==> src/mcie_pkg.sv <==
// Purpose: Shared constants and types for the instruction execution block
// Assumes: 8-bit data path, 16-bit indirect pointers, APB register access
// Notes: Opcode values are block-local encodings on the command port
package mcie_pkg;
    // Command codes presented on the op port
    typedef enum logic [4:0] {
        MCIE_OP_NOP       = 5'h00,
        MCIE_OP_STORE_IND = 5'h01,
        MCIE_OP_STORE_OFS = 5'h02,
        MCIE_OP_OPTION    = 5'h03,
        MCIE_OP_SWRESET   = 5'h04,
        MCIE_OP_IRQ_RET   = 5'h05,
        MCIE_OP_RET       = 5'h06,
        MCIE_OP_RET_CONST = 5'h07,
        MCIE_OP_ROT_L     = 5'h08,
        MCIE_OP_ROT_R     = 5'h09,
        MCIE_OP_CONST_SUB = 5'h0a,
        MCIE_OP_REG_SUB   = 5'h0b,
        MCIE_OP_REG_SUBB  = 5'h0c,
        MCIE_OP_SLEEP     = 5'h0d,
        MCIE_OP_NIB_SWAP  = 5'h0e,
        MCIE_OP_XOR_CONST = 5'h0f,
        MCIE_OP_PIN_DIR   = 5'h10,
        MCIE_OP_XOR_REG   = 5'h11
    } mcie_op_type;

    // Execution states, Gray coded along the usual path
    typedef enum logic [1:0] {
        MCIE_ST_IDLE = 2'b00,
        MCIE_ST_EXEC = 2'b11,
        MCIE_ST_POP2 = 2'b01,
        MCIE_ST_SLEEP = 2'b10
    } mcie_state_type;

    // Pointer update codes
    localparam logic [1:0] MCIE_UPD_PRE_INC = 2'b00;
    localparam logic [1:0] MCIE_UPD_PRE_DEC = 2'b01;
    localparam logic [1:0] MCIE_UPD_POST_INC = 2'b10;

    // Direction-load operand values
    localparam logic [6:0] MCIE_DIR_PORT_A = 7'h05;
    localparam logic [6:0] MCIE_DIR_PORT_B = 7'h06;
    localparam logic [6:0] MCIE_DIR_PORT_C = 7'h07;

    // Interrupt control global enable position
    localparam int MCIE_GIE_BIT = 7;

    // APB register byte addresses
    localparam logic [7:0] MCIE_ADDR_ACC = 8'h00;
    localparam logic [7:0] MCIE_ADDR_FLAGS = 8'h04;
    localparam logic [7:0] MCIE_ADDR_PTR0 = 8'h08;
    localparam logic [7:0] MCIE_ADDR_PTR1 = 8'h0c;
    localparam logic [7:0] MCIE_ADDR_OPTION = 8'h10;
    localparam logic [7:0] MCIE_ADDR_DIR = 8'h14;
    localparam logic [7:0] MCIE_ADDR_PWR = 8'h18;
    localparam logic [7:0] MCIE_ADDR_IRQCTL = 8'h1c;

    // Flag positions in the flags register
    localparam int MCIE_FLAG_C = 0;
    localparam int MCIE_FLAG_DC = 1;
    localparam int MCIE_FLAG_Z = 2;
    localparam int MCIE_FLAG_PD = 3;
    localparam int MCIE_FLAG_TO = 4;

    // Reset values
    localparam logic [7:0] MCIE_RST_BYTE = 8'h00;
    localparam logic [7:0] MCIE_RST_OPTION = 8'hff;
    localparam logic [7:0] MCIE_RST_DIR = 8'hff;
    localparam logic [15:0] MCIE_RST_PTR = 16'h0000;
    localparam logic [31:0] MCIE_ZERO32 = 32'h0000_0000;

    // Software reset pulse length in clocks
    localparam logic [1:0] MCIE_SWRST_CYC = 2'h2;
endpackage : mcie_pkg

==> src/mcie_exec.sv <==
// Operation
// - Indirect store writes accumulator, pointer pre/post updated
// - Offset store addresses pointer plus signed offset
// - Pointers are 16 bits and wrap
// - Pointer update and store change no flags
// - Indirect window redirects to pointer address
// - Option load copies accumulator, flags untouched
// - Software reset resets device, clears indicator
// - Interrupt return pops stack, sets global enable
// - Subroutine return pops stack, two cycles
// - Constant return loads accumulator and pops
// - Rotate left through carry only
// - Rotate right through carry only
// - Constant minus accumulator with carry, nibble flags
// - Register minus accumulator updates C, DC, Z
// - Subtract with borrow uses inverted carry
// - Sleep clears watchdog, sets expiry, clears powerdown
// - Nibble exchange swaps halves, no flags
// - XOR with constant updates zero only
// - Direction load selects port by operand 5..7
// - XOR with register updates zero only
//
// Purpose: Executes a subset of an 8-bit core's instructions
// Assumes: One command per start pulse; register file outside the block
// Notes: File data for the operand arrives with the command on file_rdata
module mcie_exec
    import mcie_pkg::*;
#(
    parameter int DATA_W = 8,
    parameter int PTR_W = 16,
    parameter int PC_W = 15
) (
    input wire logic ref_clk,
    input wire logic rst_n,
    // Command port
    input wire logic start,
    input wire mcie_pkg::mcie_op_type op,
    input wire logic [6:0] file_addr,
    input wire logic dest_sel,
    input wire logic [7:0] literal,
    input wire logic ptr_sel,
    input wire logic [1:0] pointer_update_code,
    input wire logic [5:0] offset,
    input wire logic [DATA_W-1:0] file_rdata,
    output logic busy,
    output logic done,
    // Register file write port
    output logic file_we,
    output logic file_ind,
    output logic [PTR_W-1:0] file_waddr,
    output logic [DATA_W-1:0] file_wdata,
    // Stack and program counter
    input wire logic [PC_W-1:0] stack_top,
    output logic stack_pop,
    output logic pc_load,
    output logic [PC_W-1:0] instr_pointer,
    // Watchdog, oscillator and reset
    output logic wdt_clear,
    output logic osc_stop,
    input wire logic wake,
    output logic dev_reset_n,
    // APB slave
    input wire logic psel,
    input wire logic penable,
    input wire logic pwrite,
    input wire logic [7:0] paddr,
    input wire logic [31:0] pwdata,
    output logic [31:0] prdata,
    output logic pready,
    output logic pslverr
);
    import mcie_pkg::*;

    // Reset synchroniser
    logic rst_s1_r;
    logic rst_s2_r;
    always_ff @(posedge ref_clk or negedge rst_n) begin
        if (!rst_n) begin
            rst_s1_r <= 1'b0;
            rst_s2_r <= 1'b0;
        end else begin
            rst_s1_r <= 1'b1;
            rst_s2_r <= rst_s1_r;
        end
    end

    // Architectural state
    logic [DATA_W-1:0] acc_r;
    logic flag_c_r, flag_dc_r, flag_z_r;
    logic expiry_flag_r, powerdown_flag_r;
    logic [PTR_W-1:0] ptr_r [2]; // Two indirect pointers
    logic [DATA_W-1:0] option_r;
    logic [DATA_W-1:0] port_a_direction_r, port_b_direction_r, port_c_direction_r;
    logic sw_reset_indicator_n_r;
    logic [DATA_W-1:0] irq_ctl_r;
    mcie_state_type state_r, state_nxt;
    logic [1:0] swrst_cnt_r; // Software reset pulse timer
    logic [PC_W-1:0] pc_r;

    // Command decode
    wire is_start = start && (state_r == MCIE_ST_IDLE);
    wire is_ind = (op == MCIE_OP_STORE_IND);
    wire is_ofs = (op == MCIE_OP_STORE_OFS);
    wire is_pop = (op == MCIE_OP_IRQ_RET) || (op == MCIE_OP_RET) || (op == MCIE_OP_RET_CONST);

    // Pointer arithmetic; natural 16-bit wrap
    wire [PTR_W-1:0] ptr_cur = ptr_r[ptr_sel];
    wire [PTR_W-1:0] ptr_inc = ptr_cur + PTR_W'(1);
    wire [PTR_W-1:0] ptr_dec = ptr_cur - PTR_W'(1);
    wire upd_inc = !pointer_update_code[0];
    wire upd_pre = !pointer_update_code[1];
    wire [PTR_W-1:0] ptr_upd = upd_inc ? ptr_inc : ptr_dec;
    wire [PTR_W-1:0] ofs_ext = PTR_W'($signed(offset));
    wire [PTR_W-1:0] ptr_ofs = ptr_cur + ofs_ext;
    // Effective address: pre modes use updated pointer, post use current
    wire [PTR_W-1:0] ind_addr = is_ofs ? ptr_ofs : (upd_pre ? ptr_upd : ptr_cur);

    // ALU
    wire [8:0] sub_const = {1'b0, literal} - {1'b0, acc_r};
    wire [8:0] sub_reg = {1'b0, file_rdata} - {1'b0, acc_r};
    wire [8:0] sub_regb = {1'b0, file_rdata} - {1'b0, acc_r} - {8'h00, !flag_c_r};
    wire [4:0] nib_const = {1'b0, literal[3:0]} - {1'b0, acc_r[3:0]};
    wire [4:0] nib_reg = {1'b0, file_rdata[3:0]} - {1'b0, acc_r[3:0]};
    wire [4:0] nib_regb = {1'b0, file_rdata[3:0]} - {1'b0, acc_r[3:0]} - {4'h0, !flag_c_r};
    wire [DATA_W-1:0] rot_l = {file_rdata[6:0], flag_c_r};
    wire [DATA_W-1:0] rot_r = {flag_c_r, file_rdata[7:1]};
    wire [DATA_W-1:0] swp = {file_rdata[3:0], file_rdata[7:4]};
    wire [DATA_W-1:0] xor_c = acc_r ^ literal;
    wire [DATA_W-1:0] xor_f = acc_r ^ file_rdata;

    // Result, flag updates and destination per operation
    logic [DATA_W-1:0] res;
    logic upd_c, upd_dc, upd_z, new_c, new_dc, res_to_file, res_to_acc;
    always_comb begin
        res = acc_r;
        upd_c = 1'b0;
        upd_dc = 1'b0;
        upd_z = 1'b0;
        new_c = flag_c_r;
        new_dc = flag_dc_r;
        res_to_file = 1'b0;
        res_to_acc = 1'b0;
        case (op)
            MCIE_OP_ROT_L: begin
                res = rot_l;
                upd_c = 1'b1;
                new_c = file_rdata[7];
                res_to_acc = !dest_sel;
                res_to_file = dest_sel;
            end
            MCIE_OP_ROT_R: begin
                res = rot_r;
                upd_c = 1'b1;
                new_c = file_rdata[0];
                res_to_acc = !dest_sel;
                res_to_file = dest_sel;
            end
            MCIE_OP_CONST_SUB: begin
                // No borrow out means acc <= literal
                res = sub_const[7:0];
                {upd_c, upd_dc, upd_z} = 3'b111;
                new_c = !sub_const[8];
                new_dc = !nib_const[4];
                res_to_acc = 1'b1;
            end
            MCIE_OP_REG_SUB: begin
                res = sub_reg[7:0];
                {upd_c, upd_dc, upd_z} = 3'b111;
                new_c = !sub_reg[8];
                new_dc = !nib_reg[4];
                res_to_acc = !dest_sel;
                res_to_file = dest_sel;
            end
            MCIE_OP_REG_SUBB: begin
                res = sub_regb[7:0];
                {upd_c, upd_dc, upd_z} = 3'b111;
                new_c = !sub_regb[8];
                new_dc = !nib_regb[4];
                res_to_acc = !dest_sel;
                res_to_file = dest_sel;
            end
            MCIE_OP_NIB_SWAP: begin
                res = swp;
                res_to_acc = !dest_sel;
                res_to_file = dest_sel;
            end
            MCIE_OP_XOR_CONST: begin
                res = xor_c;
                upd_z = 1'b1;
                res_to_acc = 1'b1;
            end
            MCIE_OP_XOR_REG: begin
                res = xor_f;
                upd_z = 1'b1;
                res_to_acc = !dest_sel;
                res_to_file = dest_sel;
            end
            MCIE_OP_RET_CONST: begin
                res = literal;
                res_to_acc = 1'b1;
            end
            default: begin
                // Remaining commands leave the data path alone
                res = acc_r;
            end
        endcase
    end

    wire exec_fire = is_start; // Every command executes on its start cycle
    wire new_z = (res == MCIE_RST_BYTE);
    wire dir_ok = (file_addr >= MCIE_DIR_PORT_A) && (file_addr <= MCIE_DIR_PORT_C);

    // File write port, combinational with the command
    assign file_we = exec_fire && (res_to_file || is_ind || is_ofs);
    assign file_ind = exec_fire && (is_ind || is_ofs);
    assign file_waddr = (is_ind || is_ofs) ? ind_addr : PTR_W'(file_addr);
    assign file_wdata = (is_ind || is_ofs) ? acc_r : res;

    // Sequencer next state
    always_comb begin
        state_nxt = state_r;
        case (state_r)
            MCIE_ST_IDLE: begin
                if (is_start && is_pop) state_nxt = MCIE_ST_POP2;
                else if (is_start && op == MCIE_OP_SLEEP) state_nxt = MCIE_ST_SLEEP;
            end
            MCIE_ST_POP2: state_nxt = MCIE_ST_IDLE; // Second cycle of a return
            MCIE_ST_SLEEP: if (wake) state_nxt = MCIE_ST_IDLE;
            default: state_nxt = MCIE_ST_IDLE;
        endcase
    end

    // APB decode; zero wait states
    wire apb_wr = psel && penable && pwrite;
    wire hit_acc = (paddr == MCIE_ADDR_ACC);
    wire hit_flags = (paddr == MCIE_ADDR_FLAGS);
    wire hit_p0 = (paddr == MCIE_ADDR_PTR0);
    wire hit_p1 = (paddr == MCIE_ADDR_PTR1);
    wire hit_opt = (paddr == MCIE_ADDR_OPTION);
    wire hit_dir = (paddr == MCIE_ADDR_DIR);
    wire hit_pwr = (paddr == MCIE_ADDR_PWR);
    wire hit_irq = (paddr == MCIE_ADDR_IRQCTL);
    wire hit_any = hit_acc | hit_flags | hit_p0 | hit_p1 | hit_opt | hit_dir | hit_pwr | hit_irq;
    assign pready = 1'b1;
    assign pslverr = psel && penable && !hit_any; // Unmapped access errors
    wire [4:0] flag_vec = {expiry_flag_r, powerdown_flag_r, flag_z_r, flag_dc_r, flag_c_r};
    assign prdata = !(psel && !pwrite) ? MCIE_ZERO32 :
                    hit_acc ? {24'h00_0000, acc_r} :
                    hit_flags ? {27'h000_0000, flag_vec} :
                    hit_p0 ? {16'h0000, ptr_r[0]} :
                    hit_p1 ? {16'h0000, ptr_r[1]} :
                    hit_opt ? {24'h00_0000, option_r} :
                    hit_dir ? {8'h00, port_c_direction_r, port_b_direction_r, port_a_direction_r} :
                    hit_pwr ? {31'h0000_0000, sw_reset_indicator_n_r} :
                    hit_irq ? {24'h00_0000, irq_ctl_r} : MCIE_ZERO32;

    // Core sequencing, software reset timer and PC
    // Software reset drives the device reset low for a short pulse
    always_ff @(posedge ref_clk or negedge rst_s2_r) begin
        if (!rst_s2_r) begin
            state_r <= MCIE_ST_IDLE;
            swrst_cnt_r <= 2'h0;
            pc_r <= '0;
        end else begin
            state_r <= state_nxt;
            if (exec_fire && op == MCIE_OP_SWRESET) swrst_cnt_r <= MCIE_SWRST_CYC;
            else if (swrst_cnt_r != 2'h0) swrst_cnt_r <= swrst_cnt_r - 2'h1;
            if (exec_fire && is_pop) pc_r <= stack_top;
        end
    end

    // Accumulator and arithmetic flags; power flags
    always_ff @(posedge ref_clk or negedge rst_s2_r) begin
        if (!rst_s2_r) begin
            acc_r <= MCIE_RST_BYTE;
            {flag_c_r, flag_dc_r, flag_z_r} <= 3'b000;
            expiry_flag_r <= 1'b1;
            powerdown_flag_r <= 1'b1;
        end else if (apb_wr && hit_acc) begin
            acc_r <= pwdata[7:0];
        end else if (apb_wr && hit_flags) begin
            {expiry_flag_r, powerdown_flag_r, flag_z_r, flag_dc_r, flag_c_r} <= pwdata[4:0];
        end else if (exec_fire) begin
            // Store, NOP, option, direction and returns keep flags
            if (res_to_acc) acc_r <= res;
            if (upd_c) flag_c_r <= new_c;
            if (upd_dc) flag_dc_r <= new_dc;
            if (upd_z) flag_z_r <= new_z;
            if (op == MCIE_OP_SLEEP) begin
                expiry_flag_r <= 1'b1;
                powerdown_flag_r <= 1'b0;
            end
        end
    end

    // Indirect pointers; offset form leaves pointer unchanged
    always_ff @(posedge ref_clk or negedge rst_s2_r) begin
        if (!rst_s2_r) begin
            ptr_r[0] <= MCIE_RST_PTR;
            ptr_r[1] <= MCIE_RST_PTR;
        end else if (apb_wr && (hit_p0 || hit_p1)) begin
            ptr_r[hit_p1] <= pwdata[15:0];
        end else if (exec_fire && is_ind) begin
            ptr_r[ptr_sel] <= ptr_upd;
        end
    end

    // Option, direction, power and interrupt control registers
    // Indicator is not reset by the software reset itself, so it survives
    always_ff @(posedge ref_clk or negedge rst_s2_r) begin
        if (!rst_s2_r) begin
            option_r <= MCIE_RST_OPTION;
            port_a_direction_r <= MCIE_RST_DIR;
            port_b_direction_r <= MCIE_RST_DIR;
            port_c_direction_r <= MCIE_RST_DIR;
            sw_reset_indicator_n_r <= 1'b1;
            irq_ctl_r <= MCIE_RST_BYTE;
        end else if (apb_wr) begin
            if (hit_opt) option_r <= pwdata[7:0];
            if (hit_pwr) sw_reset_indicator_n_r <= pwdata[0];
            if (hit_irq) irq_ctl_r <= pwdata[7:0];
            if (hit_dir) begin
                port_a_direction_r <= pwdata[7:0];
                port_b_direction_r <= pwdata[15:8];
                port_c_direction_r <= pwdata[23:16];
            end
        end else if (exec_fire) begin
            if (op == MCIE_OP_OPTION) option_r <= acc_r;
            if (op == MCIE_OP_SWRESET) sw_reset_indicator_n_r <= 1'b0;
            if (op == MCIE_OP_IRQ_RET) irq_ctl_r[MCIE_GIE_BIT] <= 1'b1;
            if (op == MCIE_OP_PIN_DIR && dir_ok) begin
                if (file_addr == MCIE_DIR_PORT_A) port_a_direction_r <= acc_r;
                if (file_addr == MCIE_DIR_PORT_B) port_b_direction_r <= acc_r;
                if (file_addr == MCIE_DIR_PORT_C) port_c_direction_r <= acc_r;
            end
        end
    end

    // Outputs
    assign busy = (state_r != MCIE_ST_IDLE);
    assign done = (state_r == MCIE_ST_POP2) || (exec_fire && !is_pop && op != MCIE_OP_SLEEP);
    assign stack_pop = exec_fire && is_pop;
    assign pc_load = (state_r == MCIE_ST_POP2);
    assign instr_pointer = pc_r;
    assign wdt_clear = exec_fire && (op == MCIE_OP_SLEEP);
    assign osc_stop = (state_r == MCIE_ST_SLEEP);
    assign dev_reset_n = (swrst_cnt_r == 2'h0);

    // Assertions
    chk_ret_two_cycle: assert property (@(posedge ref_clk) disable iff (!rst_s2_r)
        stack_pop |=> (pc_load && busy && instr_pointer == $past(stack_top)) ##1 !busy)
        else $error("return did not finish in two cycles");
    chk_gie_set: assert property (@(posedge ref_clk) disable iff (!rst_s2_r)
        (exec_fire && op == MCIE_OP_IRQ_RET && !apb_wr) |=> irq_ctl_r[MCIE_GIE_BIT])
        else $error("global enable not set by interrupt return");
    chk_ptr_wrap: assert property (@(posedge ref_clk) disable iff (!rst_s2_r)
        (exec_fire && is_ind && !apb_wr && upd_inc && ptr_cur == 16'hffff)
        |=> ptr_r[$past(ptr_sel)] == 16'h0000)
        else $error("pointer did not wrap");
    chk_ofs_keep: assert property (@(posedge ref_clk) disable iff (!rst_s2_r)
        (exec_fire && is_ofs && !apb_wr) |=> $stable(ptr_r[0]) && $stable(ptr_r[1]))
        else $error("offset store changed a pointer");
    chk_store_flags: assert property (@(posedge ref_clk) disable iff (!rst_s2_r)
        (exec_fire && (is_ind || is_ofs) && !apb_wr) |=> $stable(flag_vec))
        else $error("indirect store changed flags");
    chk_zero_flag: assert property (@(posedge ref_clk) disable iff (!rst_s2_r)
        (exec_fire && upd_z && !apb_wr) |=> flag_z_r == ($past(res) == 8'h00))
        else $error("zero flag wrong");
    chk_rot_carry: assert property (@(posedge ref_clk) disable iff (!rst_s2_r)
        (exec_fire && op == MCIE_OP_ROT_L && !apb_wr) |=> flag_c_r == $past(file_rdata[7]))
        else $error("rotate left carry wrong");
    chk_sleep_flags: assert property (@(posedge ref_clk) disable iff (!rst_s2_r)
        (wdt_clear && !apb_wr) |=> expiry_flag_r && !powerdown_flag_r && osc_stop)
        else $error("sleep entry flags wrong");
    chk_swrst_pulse: assert property (@(posedge ref_clk) disable iff (!rst_s2_r)
        (exec_fire && op == MCIE_OP_SWRESET) |=> !dev_reset_n[*2] ##1 dev_reset_n)
        else $error("software reset pulse wrong");
    cov_ret: cover property (@(posedge ref_clk) disable iff (!rst_s2_r) stack_pop ##1 pc_load);
    cov_sleep: cover property (@(posedge ref_clk) disable iff (!rst_s2_r) osc_stop ##1 !osc_stop);
    cov_store: cover property (@(posedge ref_clk) disable iff (!rst_s2_r) file_we && file_ind);
endmodule : mcie_exec

==> config.mk <==
export PLATFORM = sky130hd
export DESIGN_NAME = mcie_exec
export DESIGN_NICKNAME = d
export VERILOG_FILES = /design/src/mcie_pkg.sv /design/src/mcie_exec.sv
export SDC_FILE = /design/constraint.sdc
export NUM_CORES = 1
export LEC_CHECK = 0
export ABC_AREA = 1
export BUFFER_PORTS_ARGS = -buffer_cell sky130_fd_sc_hd__buf_2
export CAP_MARGIN = 20
export CORE_UTILIZATION = 59
export CTS_BUF_LIST = sky130_fd_sc_hd__clkbuf_8
export DETAILED_ROUTE_END_ITERATION = 12
export PLACE_DENSITY = 0.95
export SKIP_CTS_REPAIR_TIMING = 1
export SYNTH_ARGS = -nofsm -noshare
export SYNTH_HDL_FRONTEND = slang
export SYNTH_SLANG_ARGS = --single-unit
==> constraint.sdc <==
create_clock -name ref_clk -period 4.3 [get_ports ref_clk]
set_input_delay 0.215 -clock ref_clk [delete_from_list [all_inputs] [get_ports ref_clk]]
set_output_delay 0.215 -clock ref_clk [all_outputs]
set_load 0.03 [all_outputs]
==> results.env <==
HOLD_VIOL_FINAL=0
TOTAL_POWER_CONSUMPTION_mW=4.14
FINAL_WEIGHTED_CONGESTION_IN_ROUTABILITY_DRIVEN_PLACEMENT=1.02
MIN-DELAY-START='stack_top[0]'
R2R_END='flag_dc_r$_DFFE_PN0P_'
DETAIL_ROUTE.ITER0.VIOLATIONS=1312
POWER.DENSITY_CELL_AREA_mW_PER_MM2=378
SYNTH_AREA_LEADERS='dfrtp_1 18%, nand2_1 17%, dfstp_2 9.4%, inv_1 7.2%, ha_1 6.2%'
CLK_ROOT_BUFFER_CELL='clkbuf_8'
SETUP_TNS_NS=0
GRT_SETUP_UNREPAIRED='false'
FLOORPLAN.DIE_AREA_MM2=0.0171
SYNTH_SEQUENTIAL_AREA_RATIO_PCT=27.9
NUM_ROWS=46
WORST_R2R_STARTPOINT='acc_r[0]$_DFFE_PN0P_'
WL_PER_CELL_UM=17.0
HOLDPATHSTAGES=3
DIE_WIDTH_UM=131
SYNTH.DISTINCT_CELLS=60
IOPINCOUNT=182
FP.DIEH_UM=131
GR-USAGE-ALL-LAYERS_PCT=37.9
GRT_START_MAX_NET_PINS=74
WIRE_LENGTH_OF_THE_FIRST_GLOBAL_ROUTING_PASS_MM=50.1
SKEW_NS=0.0105
CTS_H_TREE_LVLS=3
SYN_TO_FINAL_GROWTH_PCT=12.0
SYNTH_EDF_COUNT=0
REGTOREGSETUPSLACK_NS=1.46
VIAS_PER_CELL=6.07
NUMCTSBUFFERS=9
MAX-SLEW-MARGIN-REL_PCT=35.5
ANTENNA_FOUND_INITIAL=1
CRIT_TYPE='register to output port'
SYNTHDOMINANTCELLAREASHARE_PCT=18.5
TRITONCTS_CLOCK_TREE='yes'
DESIGN.FINAL.NETS=1814
GRT_PASS1_VIAS=10400
YOSYS-TOP-CELLS-COUNT='445 x nand2_1, 188 x inv_1, 135 x nor2_1'
FIN_CRIT_SH_PCT=87.1
SYNTHDOMINANTAREACELLTYPE='dfrtp_1'
WORSTMARGINPINSLEW_NS=0.964
DRIVE_GT1_SHARE_PCT=17.2
FINAL_MAX_SLEW_VIOL_COUNT=0
STATUS='finished clean'
YS.WARNINGS.COUNT=0
PORT_BUFFERS=164
NUM_ANTENNA_CELLS=0
CLKSINKCOUNT=107
YS_DOMINANT_REG_CELL='dfrtp_1'
VIAS=11400
FIN_WS_NS=0.554
DRT.ANTENNA.VIOLATING_NETS=0
POWER.IR.VDD_WORST_V=0.000256
PLACE_INST=1865
WORSTREGTOREGCELLS=11
CP_DATA_REQUIRED_TIME_NS=4.09
ARRIVAL_TIME_OF_THE_WORST_SETUP_PATH_NS=3.53
POSTSYNTHAREAPERCELL_UM2=6.46
LAYOUT.CELLS.NON_FILLER=1883
SYNTHESIS.AREA_MM2=0.00976
PATH_CLK_SLEW_NS=0.10
YOSYSMOSTFREQUENTCELL='nand2_1'
SYNTH_SEQ_CELLS=107
DRT-PASS1-ITER-COUNT=8
PRECTSSETUPSLACK_NS=0.886
DRC=0
ROUTED_WIRELENGTH_MM=32.0
SYN_INST=1512
WORST-PATH-MAX-FANOUT=4
START_UTIL_PCT=61.0
FINISH_STAGE_SETUP_VIOLS=0
GR-TOTAL-OVERFLOW=0
DETAILED_PLACE_HPWL_MM=24.9
CLOCK_TREE.BUFFER_DEPTH=2
CRITICAL_PATH.STARTPOINT_TYPE='register'
ASYNCSETRESETFLOPFRACSYNTH_PCT=100
PERIOD_NEEDED_NS=3.75
LEAKAGEPOWER_nW=5.65
TIMING.HOLD.WORST_ENDPOINT='instr_pointer[0]$_DFFE_PN0P_'
WORSTSETUPENDPOINTTYPE='output port'
DRV_CAP=0
CLK-INSERTION-DELAY-LATE_NS=0.39
MIN_PATH_TYPE='primary input to register'
NFILLCELLS=1439
FMAXACHIEVABLE_GHz=0.267
FP.COREAREA_MM2=0.0160
## area by class of cell
type	instances	area, um^2	area share, %
clock buffers	9	124	1.13
clock inverters	7	52.6	0.480
inverters	203	762	6.97
multi-input cells	1163	6070	55.5
flip-flops and latches	107	2730	24.9
well taps	216	270	2.47
repair buffers	178	931	8.51
## flip-flops by register name, indices dropped and copies added (netlist names), 2 cells and up
| register | cells |
|---|---|
| ptr_r | 32 |
| instr_pointer | 15 |
| acc_r | 8 |
| irq_ctl_r | 8 |
| option_r | 8 |
| port_a_direction_r | 8 |
| port_b_direction_r | 8 |
| port_c_direction_r | 8 |
| state_r | 2 |
| swrst_cnt_r | 2 |
## per-layer routing
metal	wire (um)	track usage, %	up-vias
li1	-	-	5315
met1	11800	46.1	5130
met2	14500	61.8	804
met3	3650	8.10	177
met4	1990	22.5	0
met5	0	0	-
## cells in the final DEF (no fill, tap or decap), drive strengths merged, types with 4 or more instances in the layout
cell | synthesis | layout
o221ai | 9 | 9
a221oi | 15 | 15
o21ai | 121 | 121
dfstp | 35 | 35
a31oi | 25 | 25
o2111ai | 5 | 5
o211ai | 11 | 11
dfrtp | 72 | 72
or2 | 10 | 10
nand2 | 449 | 449
a211oi | 6 | 6
conb | 2 | 10
inv | 201 | 202
o22ai | 7 | 7
buf | 20 | 176
clkbuf | 27 | 9
clkinv | 2 | 5
a21oi | 96 | 96
a22oi | 13 | 13
xor2 | 11 | 11
a21o | 4 | 4
nand4 | 15 | 15
nand3 | 98 | 98
ha | 48 | 48
xnor2 | 7 | 7
nor3 | 11 | 11
nor4 | 4 | 4
nor2 | 155 | 155
fa | 4 | 4
## worst max-delay path, stage by stage (launching register included)
cell and delay [ns]:
dfrtp_1 0.34, inv_1 0.05, nand2_1 0.07, o21ai_1 0.14, inv_1 0.11, ha_1 0.17, inv_1 0.06, fa_1 0.39
o21ai_0 0.43, a21boi_0 0.22, o21ai_0 0.30, nand2_1 0.11, nand3_1 0.08, o21ai_0 0.09, xor2_1 0.15, a21oi_1 0.18
buf_2 0.22
## power by group
part           leakage [nW]  internal, mW  switching (mW)
sequential             1.23          1.24           0.158
clock                0.0795         0.213           0.375
combinational          4.34         0.699            1.45
## logic make-up after synthesis
family,share of synthesized area (%)
other,0.0769
buffers and inverters,10.2
AO/OA/AOI/OAI,20.4
multiplexers,0.346
adder cells (fa/ha/maj),6.97
XOR/XNOR,1.61
flip-flops,27.9
AND/OR/NAND/NOR,32.5
## per-stage QoR
stage	utilization, %	hold WS [ns]	cell area, um^2
2_1_floorplan	-	-0.0806	9790
3_3_place_gp	67.1	0.000889	10700
3_5_place_dp	67.1	0.00335	10700
4_1_cts	68.2	-0.415	10900
5_1_grt	68.4	0.0244	10900
6_report	68.4	0.0151	10900
## worst max-delay path by stage
stage / slack [ns] / cells after the start / start / end
global placement: 0.94 / 15 / ptr_sel / file_waddr[10]
CTS: 0.62 / 16 / ptr_r[0]$_DFFE_PN0P_ / file_waddr[10]
finish: 0.55 / 16 / ptr_r[0]$_DFFE_PN0P_ / file_waddr[10]
detailed placement: 0.89 / 15 / ptr_sel / file_waddr[10]
floorplan: 1.00 / 10 / ptr_sel / file_waddr[6]
global route: 0.29 / 16 / ptr_r[0]$_DFFE_PN0P_ / file_waddr[10]
Note: power is estimated with default switching activity, not from simulation.
